[config.mk]
export PLATFORM = sky130hd
export DESIGN_NAME = pcei_top
export DESIGN_NICKNAME = d
export VERILOG_FILES = /design/src/pcei_pkg.sv /design/src/pcei_sync.sv /design/src/pcei_top.sv
export SDC_FILE = /design/constraint.sdc
export NUM_CORES = 1
export LEC_CHECK = 0
export BUFFER_PORTS_ARGS = -buffer_cell sky130_fd_sc_hd__buf_2
export CORE_ASPECT_RATIO = 0.7
export CORE_MARGIN = 2
export CORE_UTILIZATION = 50
export DETAILED_ROUTE_END_ITERATION = 16
export PLACE_DENSITY = 0.84
export REMOVE_ABC_BUFFERS = 1
export SETUP_SLACK_MARGIN = 0.02
export SYNTH_ARGS = -nofsm -noshare
export SYNTH_HDL_FRONTEND = slang
export SYNTH_SLANG_ARGS = --single-unit
[constraint.sdc]
create_clock -name mclk_i -period 4.5 [get_ports mclk_i]
set_input_delay 0 -clock mclk_i [delete_from_list [all_inputs] [get_ports mclk_i]]
set_output_delay 0 -clock mclk_i [all_outputs]
set_load 0.1 [all_outputs]
[src/pcei_pkg.sv]
// Package for the pin change edge interrupt block
// Notes on behaviour
// - With the master enable set, a change interrupt wakes the core.
// - An edge seen in sleep is in the flags before the first instruction.
// - Rising enable bits 5..0 arm rising detection on their pins.
// - Falling enable bits 5..0 arm falling detection on their pins.
// - A rising edge on a rising-enabled pin sets that pin's flag.
// - A falling edge on a falling-enabled pin sets it; both mean any edge.
// - Flags stay set until software writes them to zero.
// - Flags are read/write registers that hardware may also set.
// - Bits 7 and 6 of the three registers read as zero.
// - With the master enable clear, flags still set but no interrupt rises.
// - The summary bit is the OR of the six flags.
// - An edge during a flag write leaves its flag set whatever is written.
package pcei_pkg;
    localparam int PCEI_NPINS = 6;
    localparam int PCEI_AW = 4;
    localparam logic [3:0] PCEI_OFS_RISE = 4'h0;
    localparam logic [3:0] PCEI_OFS_FALL = 4'h4;
    localparam logic [3:0] PCEI_OFS_FLAG = 4'h8;
    localparam logic [3:0] PCEI_OFS_CTRL = 4'hC;
    localparam int PCEI_CTRL_IE_BIT = 0;
    localparam int PCEI_CTRL_SUM_BIT = 1;
    localparam logic [5:0] PCEI_RST_EN = 6'h00;
    localparam logic [5:0] PCEI_RST_FLAG = 6'h00;

    typedef struct packed {
        logic cyc;
        logic stb;
        logic we;
        logic [3:0] sel;
        logic [3:0] adr;
        logic [31:0] dat;
    } pcei_wb_req_type;

    typedef struct packed {
        logic ack;
        logic [31:0] dat;
    } pcei_wb_rsp_type;
endpackage

[src/pcei_sync.sv]
// Two-stage pin synchroniser with previous-sample stage
`timescale 1ns/1ns
module pcei_sync (
    // Clock and reset
    input wire logic mclk_i,
    input wire logic sys_rst_i,
    // Pins
    input wire logic [5:0] pin_i,
    // Synchronised samples
    output logic [5:0] cur_o,
    output logic [5:0] prev_o
);
    import pcei_pkg::*;
    logic [5:0] s1_r, s2_r, s3_r;
    logic [5:0] s1_nxt, s2_nxt, s3_nxt;
    always_comb begin
        s1_nxt = pin_i;
        s2_nxt = s1_r;
        s3_nxt = s2_r;
    end
    // Reset to zero so an input held high reads as a rising edge
    always_ff @(posedge mclk_i) begin
        if (sys_rst_i) begin
            s1_r <= 6'h00;
            s2_r <= 6'h00;
            s3_r <= 6'h00;
        end else begin
            s1_r <= s1_nxt;
            s2_r <= s2_nxt;
            s3_r <= s3_nxt;
        end
    end
    assign cur_o = s2_r;
    assign prev_o = s3_r;
endmodule

[src/pcei_top.sv]
// Pin change edge detector with Wishbone registers
`timescale 1ns/1ns
module pcei_top (
    // Clock and reset
    input wire logic mclk_i,
    input wire logic sys_rst_i,
    // Port pins
    input wire logic [5:0] port_pin_i,
    // Wishbone slave
    input wire pcei_pkg::pcei_wb_req_type wb_req_i,
    output pcei_pkg::pcei_wb_rsp_type wb_rsp_o,
    // Interrupt and wake
    output logic change_irq_o,
    output logic wake_o
);
    import pcei_pkg::*;

    logic [5:0] cur, prev, rise_det, fall_det, hit;
    logic [5:0] rise_r, rise_nxt, fall_r, fall_nxt, flag_r, flag_nxt;
    logic ie_r, ie_nxt, ack_r, ack_nxt;
    logic [31:0] rdat_r, rdat_nxt;
    logic wr, rd_sel, summary;

    pcei_sync u_sync (
        .mclk_i(mclk_i),
        .sys_rst_i(sys_rst_i),
        .pin_i(port_pin_i),
        .cur_o(cur),
        .prev_o(prev)
    );

    // Per-pin detectors
    genvar g;
    generate
        for (g = 0; g < PCEI_NPINS; g++) begin : g_pin
            assign rise_det[g] = cur[g] & ~prev[g];
            assign fall_det[g] = ~cur[g] & prev[g];
            assign hit[g] = (rise_r[g] & rise_det[g])
                | (fall_r[g] & fall_det[g]);
        end
    endgenerate

    assign wr = wb_req_i.cyc & wb_req_i.stb & wb_req_i.we & ~ack_r
        & wb_req_i.sel[0];
    assign rd_sel = wb_req_i.cyc & wb_req_i.stb & ~ack_r;
    assign summary = |flag_r;

    always_comb begin
        rise_nxt = rise_r;
        fall_nxt = fall_r;
        flag_nxt = flag_r;
        ie_nxt = ie_r;
        if (wr) begin
            if (wb_req_i.adr == PCEI_OFS_RISE) begin
                rise_nxt = wb_req_i.dat[5:0];
            end else if (wb_req_i.adr == PCEI_OFS_FALL) begin
                fall_nxt = wb_req_i.dat[5:0];
            end else if (wb_req_i.adr == PCEI_OFS_FLAG) begin
                flag_nxt = wb_req_i.dat[5:0];
            end else if (wb_req_i.adr == PCEI_OFS_CTRL) begin
                ie_nxt = wb_req_i.dat[PCEI_CTRL_IE_BIT];
            end
        end
        // Set beats a clearing write in the same cycle
        flag_nxt = flag_nxt | hit;
    end

    always_comb begin
        ack_nxt = rd_sel;
        rdat_nxt = 32'h0000_0000;
        if (rd_sel) begin
            if (wb_req_i.adr == PCEI_OFS_RISE) begin
                rdat_nxt = {26'h0, rise_r};
            end else if (wb_req_i.adr == PCEI_OFS_FALL) begin
                rdat_nxt = {26'h0, fall_r};
            end else if (wb_req_i.adr == PCEI_OFS_FLAG) begin
                rdat_nxt = {26'h0, flag_r};
            end else if (wb_req_i.adr == PCEI_OFS_CTRL) begin
                rdat_nxt = {30'h0, summary, ie_r};
            end
        end
    end

    always_ff @(posedge mclk_i) begin
        if (sys_rst_i) begin
            rise_r <= PCEI_RST_EN;
            fall_r <= PCEI_RST_EN;
            flag_r <= PCEI_RST_FLAG;
            ie_r <= 1'b0;
            ack_r <= 1'b0;
            rdat_r <= 32'h0000_0000;
        end else begin
            rise_r <= rise_nxt;
            fall_r <= fall_nxt;
            flag_r <= flag_nxt;
            ie_r <= ie_nxt;
            ack_r <= ack_nxt;
            rdat_r <= rdat_nxt;
        end
    end

    // Clock keeps running in sleep, so flags are current before wake
    assign change_irq_o = ie_r & summary;
    assign wake_o = ie_r & summary;
    assign wb_rsp_o.ack = ack_r;
    assign wb_rsp_o.dat = rdat_r;
endmodule

==> results of run 1 <==
placed cells by master (no fill, tap or decap):
cell type	Yosys	routed
inv_1	3	3
o221a_1	1	1
clkbuf_8	0	6
nor3_4	2	2
or3b_1	1	1
nand2_1	13	13
conb_1	1	26
a21boi_0	1	1
nor2_1	33	33
nor4_2	1	1
dfxtp_1	44	44
a211oi_1	6	6
a2111oi_0	4	4
a311oi_1	1	1
buf_2	1	30
mux2i_1	14	14
clkbuf_1	4	2
o21ai_0	6	6
dlygate4sd3_1	0	12
o22ai_1	2	2
or4b_1	1	1
nand3b_1	6	6
or4_4	1	1
nor3_1	6	6
nor2b_1	18	18
o21a_1	1	1
nor4_1	2	2
critical path: cells and delay by family (launching register included):
family           cells  cell delay (ns)
AND/OR/NAND/NOR      3             1.42
AO/OA/AOI/OAI        1             0.24
flip-flops           1             0.31
registers in the layout (all words and copies together), names as in the netlist:
name and cells:
ie_r 1, u_sync.prev_o 6, flag_r 6, rise_r 6, ack_r 1, rdat_r 6, u_sync.s1_r 6, u_sync.cur_o 6
fall_r 6
kinds of logic (layout without fill, tap and decap cells):
| kind of cell | after synthesis | after routing |
|---|---|---|
| other | 1 | 26 |
| AOI/OAI and AO/OA | 22 | 22 |
| muxes | 14 | 14 |
| buffers and inverters | 38 | 53 |
| and+or+nand+nor | 84 | 84 |
| DFF | 44 | 44 |
final timing paths:
check | start | to | slack, ns | cells after the start
worst max-delay path | ack_r$_SDFF_PP0_ | flag_r[2]$_SDFF_PP0_ | 2.45 | 4
worst min-delay path | wb_req_i[35] | rdat_r[4]$_SDFF_PP0_ | 0.03 | 2
worst max register to register | ack_r$_SDFF_PP0_ | flag_r[2]$_SDFF_PP0_ | 2.45 | 4
worst min register to register | u_sync.s1_r[0]$_SDFF_PP0_ | u_sync.cur_o[0]$_SDFF_PP0_ | 0.44 | 1
per-stage QoR:
stage / utilization / TNS [ns]
6_report: 0.603 / 0
5_1_grt: 0.603 / 0
4_1_cts: 0.603 / 0
3_5_place_dp: 0.544 / 0
3_3_place_gp: 0.544 / 0
2_1_floorplan: - / -0.368
final cells by class:
| cell class | count | area, um^2 | area share |
|---|---|---|---|
| flip-flops and latches | 44 | 881 | 0.408 |
| well taps | 50 | 62.6 | 0.0290 |
| repair buffers | 42 | 270 | 0.125 |
| inverters | 3 | 11.3 | 0.00522 |
| multi-input cells | 146 | 843 | 0.391 |
| clock buffers | 8 | 90.1 | 0.0417 |
metal layers:
layer,GRT usage,up-vias,part of all wire
met2,0.251,51,0.46
met5,0,-,0
met1,0.223,649,0.45
li1,-,708,-
met3,0.0670,7,0.084
met4,0.0561,0,0.014
report_power, final:
group | internal, W | switching [W] | total (W)
logic | 0.0000218 | 0.000121 | 0.000143
registers | 0.000397 | 0.00000287 | 0.000399
clock network | 0.000125 | 0.000122 | 0.000248
repair_timing:
item,CTS,global route
hold endpoints to repair,18,0
hold buffers,12,0
setup endpoints to repair,0,0
==> impl_metrics.tcl, run 1 <==
set metrics [dict create \
    cts-root-buf "clkbuf_8" \
    ys_top_cells_by_count "44 x dfxtp_1, 33 x nor2_1, 28 x buf_4, 18 x nor2b_1, 14 x mux2i_1" \
    synth_flop_cell "dfxtp_1" \
    yosys.area.top_type_share 0.465 \
    cts_setup_buffers 0 \
    hpwl_mm 2.33 \
    synth_area_per_cell_um2 9.33 \
    cellLeakagePower_nw 0.870 \
    yosysWarnings 0 \
    fmax_ghz 0.488 \
    design_area_mm2 0.00216 \
    tightest_slew_ns 1.02 \
    n_fill_cell 301 \
    crit_path_end_kind "flip-flop" \
    relSlewSlack 0.311 \
    start_util 0.529 \
    rows 18 \
    drt_iter0_markers 67 \
    finClkSkew_ns 0.00425 \
    die_h_um 55.5 \
    synth-edff-count 0 \
    grt_pass1_wl_mm 5.66 \
    hold_viol 0 \
    synthArstFlopShare 0 \
    rsz0062_at_grt "false" \
    path_clk_slew_ns 0.07 \
    dieArea_mm2 0.00431 \
    h-tree-depth 2 \
    viasPerCell 4.83 \
    ctsLongestPathBuffers 2 \
    vias 1415 \
    setup_slack_ns 2.45 \
    finalSetupViolations 0 \
    placed_area_mm2 0.00195 \
    area_delta_synth_final_pct 13.9 \
    fin_total_pwr_w 0.000790 \
    gr-total-overflow 0 \
    routed_wl_mm 3.35 \
    critical_path_required_ns 4.71 \
    synthSimpleGateAreaFrac 0.236 \
    seq_area_frac_synth 0.465 \
    clock_sinks 44 \
    instances_no_fill 293 \
    synth_compound_area_frac 0.0832 \
    syn_inst 203 \
    numCtsBuffers 5 \
    synth_top_family_by_area "simple AND/OR/NAND/NOR gates" \
    antenna_cells 0 \
    post-place-ws_ns 2.47 \
    die_x_um 77.6 \
    synth_cell_types 27 \
    coreArea_mm2 0.00358 \
    post_cts_resized 0 \
    period_share 0.455 \
    hp-class "in -> reg" \
    ys_ff_latch 44 \
    cp_cell_sequence "nand3b_1 > nor4_2 > nor3_1 > a211oi_1" \
    fin_worst_hold_slack_ns 0.0301 \
    period_minus_slack_ns 2.05 \
    cp.arrival_ns 2.26 \
    ant_nets 0 \
    crit_slowest_cell "nor4_2" \
    io_buffers 30 \
    power.density_mw_per_mm2 366 \
    crit_type "reg -> reg" \
    tritoncts "built" \
    grt_max_degree 39 \
    synthAdderAreaFrac 0 \
    grt_pass1_vias 1268 \
    drive_above_1_share 0.165 \
    maxSlewViolCount 0 \
    place.gp.congestion 0.774 \
    firstDrtPassIters 4 \
    top_level_ports 86 \
    drc 0 \
    place_inst 273 \
    maxCapViolations 0 \
    synthMuxAreaShare 0.0740 \
    worstPathMaxFanout 12 \
    clock_latency_ns 0.29 \
    synth.most_common_cell "dfxtp_1" \
    status "complete, no violations" \
    startpoint_type "flip-flop" \
    yosysTopAreaCell "dfxtp_1" \
    grt.total_usage 0.168 \
    ir_drop_mv 0.229 \
    synth.area.top_cells "dfxtp_1 46%, buf_4 11%, mux2i_1 7.4%, nor2_1 6.5%, nor2b_1 5.9%" \
    synth_xor_area_frac 0 \
    slowest_delay_ns 0.96 \
    wire_per_inst_um 11.4 \
    final_nets 293 \
    grt_antenna_before_repair 0 \
    syn_area_mm2 0.00189 \
]
No activity file was read; power rests on OpenSTA's default activity.
==> run 2, diff against run 1 <==
- CORE_UTILIZATION: 50 -> 46
- PLACE_DENSITY: 0.84 -> 0.79
- clock period: 4.5 -> 1.9 ns (I/O delays scaled with it)
==> impl_metrics.tcl, run 2 (synthesis gave the netlist of run 1 again) <==
set metrics [dict create \
    fin_worst_hold_slack_ns 0.0115 \
    period_share 0.854 \
    cts_setup_buffers 0 \
    finalSetupViolations 0 \
    coreArea_mm2 0.00395 \
    hpwl_mm 2.42 \
    post-place-ws_ns 0.253 \
    gr-total-overflow 0 \
    final_nets 296 \
    seqCellArea_um2 881 \
    instances_no_fill 297 \
    period_minus_slack_ns 1.62 \
    power.density_mw_per_mm2 871 \
    tritoncts "built" \
    place.gp.congestion 0.834 \
    drc 0 \
    hold_viol 0 \
    grt_pass1_wl_mm 5.51 \
    routed_wl_mm 3.50 \
    ctsLongestPathBuffers 2 \
    drive_above_1_share 0.184 \
    crit_slowest_cell "a2111oi_0" \
    whs_path_depth 3 \
    place_inst 279 \
    setup_slack_ns 0.278 \
    status "complete, no violations" \
    h-tree-depth 2 \
    area_delta_synth_final_pct 15.5 \
    top_level_ports 86 \
    die_h_um 57.7 \
    grt_max_degree 38 \
    maxSlewViolCount 0 \
    layout_commonest_cell "dfxtp_1" \
    vias 1406 \
    path_clk_slew_ns 0.07 \
    critical_path_required_ns 2.05 \
    grt_antenna_before_repair 0 \
    crit_path_end_kind "flip-flop" \
    antenna_cells 0 \
    fin_total_pwr_w 0.00191 \
    finClkSkew_ns 0.00539 \
    io_buffers 30 \
    ant_nets 0 \
    p_sw_frac 0.310 \
    viasPerCell 4.73 \
    hp-class "in -> reg" \
    fmax_ghz 0.617 \
    worstPathMaxFanout 5 \
    cellLeakagePower_nw 0.891 \
    power_frac_seq 0.497 \
    clock_sinks 44 \
    rows 19 \
    start_util 0.480 \
    drt_iter0_markers 92 \
    clock_latency_ns 0.30 \
    cts-root-buf "clkbuf_8" \
    numCtsBuffers 5 \
    grt.total_usage 0.163 \
    maxCapViolations 0 \
    post_cts_resized 0 \
    dieArea_mm2 0.00466 \
    p_clk_frac 0.324 \
    die_x_um 80.7 \
    tns_ns 0 \
    slowest_delay_ns 0.44 \
    crit_type "reg -> reg" \
    cp_cell_sequence "nand3b_1 > nor2_1 > nand2_1 > a2111oi_0" \
    ir_drop_mv 0.483 \
    rsz0062_at_grt "false" \
    p_int_w 0.00132 \
    cp.arrival_ns 1.78 \
    startpoint_type "flip-flop" \
    layout_common_cells "44 x dfxtp_1, 33 x nor2_1, 30 x buf_2" \
    power.switching_w 0.000590 \
    n_fill_cell 368 \
    firstDrtPassIters 4 \
    multiInputGateArea_um2 843 \
    r2r_cells 4 \
    p_comb_frac 0.179 \
    wire_per_inst_um 11.8 \
    grt_pass1_vias 1168 \
]
## run 2: critical path: cells and delay by family (launching register included)
| family | cells | cell delay, ns |
|---|---|---|
| AO/OA/AOI/OAI | 1 | 0.44 |
| flip-flops | 1 | 0.31 |
| AND/OR/NAND/NOR | 3 | 0.74 |
## run 2: layer usage
metal	track usage	vias up	routed length [um]
li1	-	716	-
met1	0.219	646	1680
met2	0.236	37	1530
met3	0.0483	7	232
met4	0.0944	0	62
met5	0	-	0
## run 2: timing repair
action	4_1_cts	5_1_grt
hold buffers	11	0
setup endpoints to repair	0	0
hold endpoints to repair	16	0
## run 2: power by group through the flow
stage | registers, W | clock network (W) | logic [W]
2_1_floorplan | 0.000977 | 0 | 0.000258
3_3_place_gp | 0.000967 | 0 | 0.000320
3_5_place_dp | 0.000968 | 0 | 0.000322
4_1_cts | 0.000946 | 0.000641 | 0.000339
5_1_grt | 0.000948 | 0.000670 | 0.000355
6_report | 0.000946 | 0.000618 | 0.000341
## run 2: final timing paths
kind	start	to	slack (ns)
setup / recovery	ack_r$_SDFF_PP0_	rdat_r[3]$_SDFF_PP0_	0.28
setup reg to reg	ack_r$_SDFF_PP0_	rdat_r[3]$_SDFF_PP0_	0.28
hold / removal	wb_req_i[0]	rise_r[0]$_SDFFE_PP0P_	0.01
hold reg to reg	u_sync.s1_r[4]$_SDFF_PP0_	u_sync.cur_o[4]$_SDFF_PP0_	0.44
## run 2: through the flow
step | cell area [um^2] | utilization
after floorplan | 1740 | -
after global placement | 1980 | 0.502
after detailed placement | 1980 | 0.502
after CTS | 2190 | 0.554
after global routing | 2190 | 0.554
final | 2190 | 0.554
## run 2: layout make-up
cell class                 instances  share of cell area
timing repair buffer              45               0.133
tap                               52              0.0297
multi-input combinational        146               0.386
clock buffer                       7              0.0441
sequential                        44               0.403
inverter                           3             0.00515
==> run 3, diff against run 2 <==
- CELL_PAD_IN_SITES_DETAIL_PLACEMENT: default -> 1
- CELL_PAD_IN_SITES_GLOBAL_PLACEMENT: default -> 1
- CORE_UTILIZATION: 46 -> 33
- PLACE_DENSITY: 0.79 -> default
- PLACE_DENSITY_LB_ADDON: default -> 0.1
==> impl_metrics.tcl, run 3 (synthesis gave the netlist of run 1 again) <==
set metrics [dict create \
    layout_commonest_cell "dfxtp_1" \
    tightest_slew_ns 0.504 \
    post-place-ws_ns 0.301 \
    crit_type "reg -> reg" \
    viasPerCell 4.46 \
    r2r_cells 6 \
    startpoint_type "flip-flop" \
    ir_drop_mv 0.253 \
    crit-reg2reg-launch "ack_r$_SDFF_PP0_" \
    drt_iter0_markers 40 \
    reg2reg_to "flag_r[2]$_SDFF_PP0_" \
    cts-root-buf "clkbuf_8" \
    path_clk_slew_ns 0.08 \
    critPathTopFamily "simple AND/OR/NAND/NOR gates" \
    fmax_ghz 0.657 \
    die_x_um 94.6 \
    hold_viol 0 \
    crit_slowest_cell "dfxtp_1" \
    final_util 0.403 \
    grt_pass1_wl_mm 6.80 \
    final_nets 300 \
    slowest_delay_ns 0.32 \
    ctsLongestPathBuffers 2 \
    rsz0062_at_grt "false" \
    rows 23 \
    io_buffers 30 \
    worst_hold_startpoint "wb_req_i[0]" \
    top_level_ports 86 \
    hpwl_mm 2.94 \
    setup_slack_ns 0.379 \
    grt.total_usage 0.142 \
    drive_above_1_share 0.200 \
    fin_worst_hold_slack_ns 0.00771 \
    dieArea_mm2 0.00637 \
    crit_path_end_kind "flip-flop" \
    maxCapViolations 0 \
    h-tree-depth 2 \
    coreArea_mm2 0.00564 \
    cp_cell_sequence "nand3b_1 > buf_4 > nor4_2 > buf_4 > nor3_1 > a211oi_1" \
    tritoncts "built" \
    cp.arrival_ns 1.73 \
    grt_max_degree 38 \
    cp-startpoint "ack_r$_SDFF_PP0_" \
    whs_path_depth 3 \
    power.density_mw_per_mm2 898 \
    cts_setup_buffers 0 \
    status "complete, no violations" \
    clock_sinks 44 \
    path_buf_inv 2 \
    vias 1450 \
    critical_path_required_ns 2.11 \
    worstPathMaxFanout 12 \
    die_h_um 67.4 \
    wire_per_inst_um 12.6 \
    grt_pass1_vias 1334 \
    antenna_cells 0 \
    min_to "fall_r[0]$_SDFFE_PP0P_" \
    numCtsBuffers 5 \
    routed_wl_mm 4.11 \
    place_inst 306 \
    firstDrtPassIters 4 \
    layout_common_cells "44 x dfxtp_1, 33 x nor2_1, 30 x buf_2" \
    finalSetupViolations 0 \
    period_minus_slack_ns 1.52 \
    finClkSkew_ns 0.00685 \
    post_cts_resized 0 \
    period_share 0.800 \
    crit_top_cell "buf_4" \
    hp-class "in -> reg" \
    cellLeakagePower_nw 0.923 \
    instances_no_fill 325 \
    cts_hold_buffers 11 \
    grt_antenna_before_repair 0 \
    maxSlewViolCount 0 \
    place.gp.congestion 0.688 \
    area_delta_synth_final_pct 19.9 \
    gr-total-overflow 0 \
    drc 0 \
    start_util 0.336 \
    relSlewSlack 0.656 \
    clock_latency_ns 0.29 \
    tns_ns 0 \
    ant_nets 0 \
    r2r_slack_ns 0.38 \
]
==> run 3: changes by cell type in the layout (fill, tap and decap cells not counted), sizes merged <==
cell	previous run	this run
bufinv	0	1
buf	34	38
clkbuf	7	6
clkinv	0	1
==> run 3: worst register-to-register path, delay by kind of cell (launching register included) <==
family	cells	cell delay, ns
compound gates	1	0.22
buf+inv	2	0.40
simple gates	3	0.50
flops	1	0.32
==> run 3: where the power goes <==
group          internal, W  switching [W]
Sequential        0.000939     0.00000714
Combinational    0.0000545       0.000290
Clock             0.000430       0.000318
==> run 3: layout make-up <==
class / instances / area, um^2
timing repair buffer: 49 / 320
multi-input combinational: 146 / 843
tap: 75 / 93.8
fill: 680 / 3370
clock inverter: 2 / 38.8
clock buffer: 6 / 82.6
sequential: 44 / 881
inverter: 3 / 11.3
==> run 3: worst max path at each step <==
stage                             end  slack, ns  cells past startpoint
2_1_floorplan            change_irq_o      -2.78                      2
3_3_place_gp   rise_r[2]$_SDFFE_PP0P_       0.31                      6
3_5_place_dp   rise_r[2]$_SDFFE_PP0P_       0.30                      6
4_1_cts          flag_r[4]$_SDFF_PP0_       0.35                      6
5_1_grt          flag_r[2]$_SDFF_PP0_       0.24                      6
6_report         flag_r[2]$_SDFF_PP0_       0.38                      6
==> run 3: per-layer routing <==
layer,global-route usage,up-vias,share of wire
li1,-,724,-
met2,0.206,41,0.41
met1,0.207,680,0.52
met3,0.0402,5,0.057
met5,0,-,0
met4,0.0380,0,0.0083
==> run 3: stage by stage <==
stage | power (W) | area (um^2)
after floorplan | 0.00124 | 1740
after global placement | 0.00130 | 2040
after detailed placement | 0.00130 | 2040
after CTS | 0.00207 | 2270
after global routing | 0.00214 | 2270
final | 0.00204 | 2270
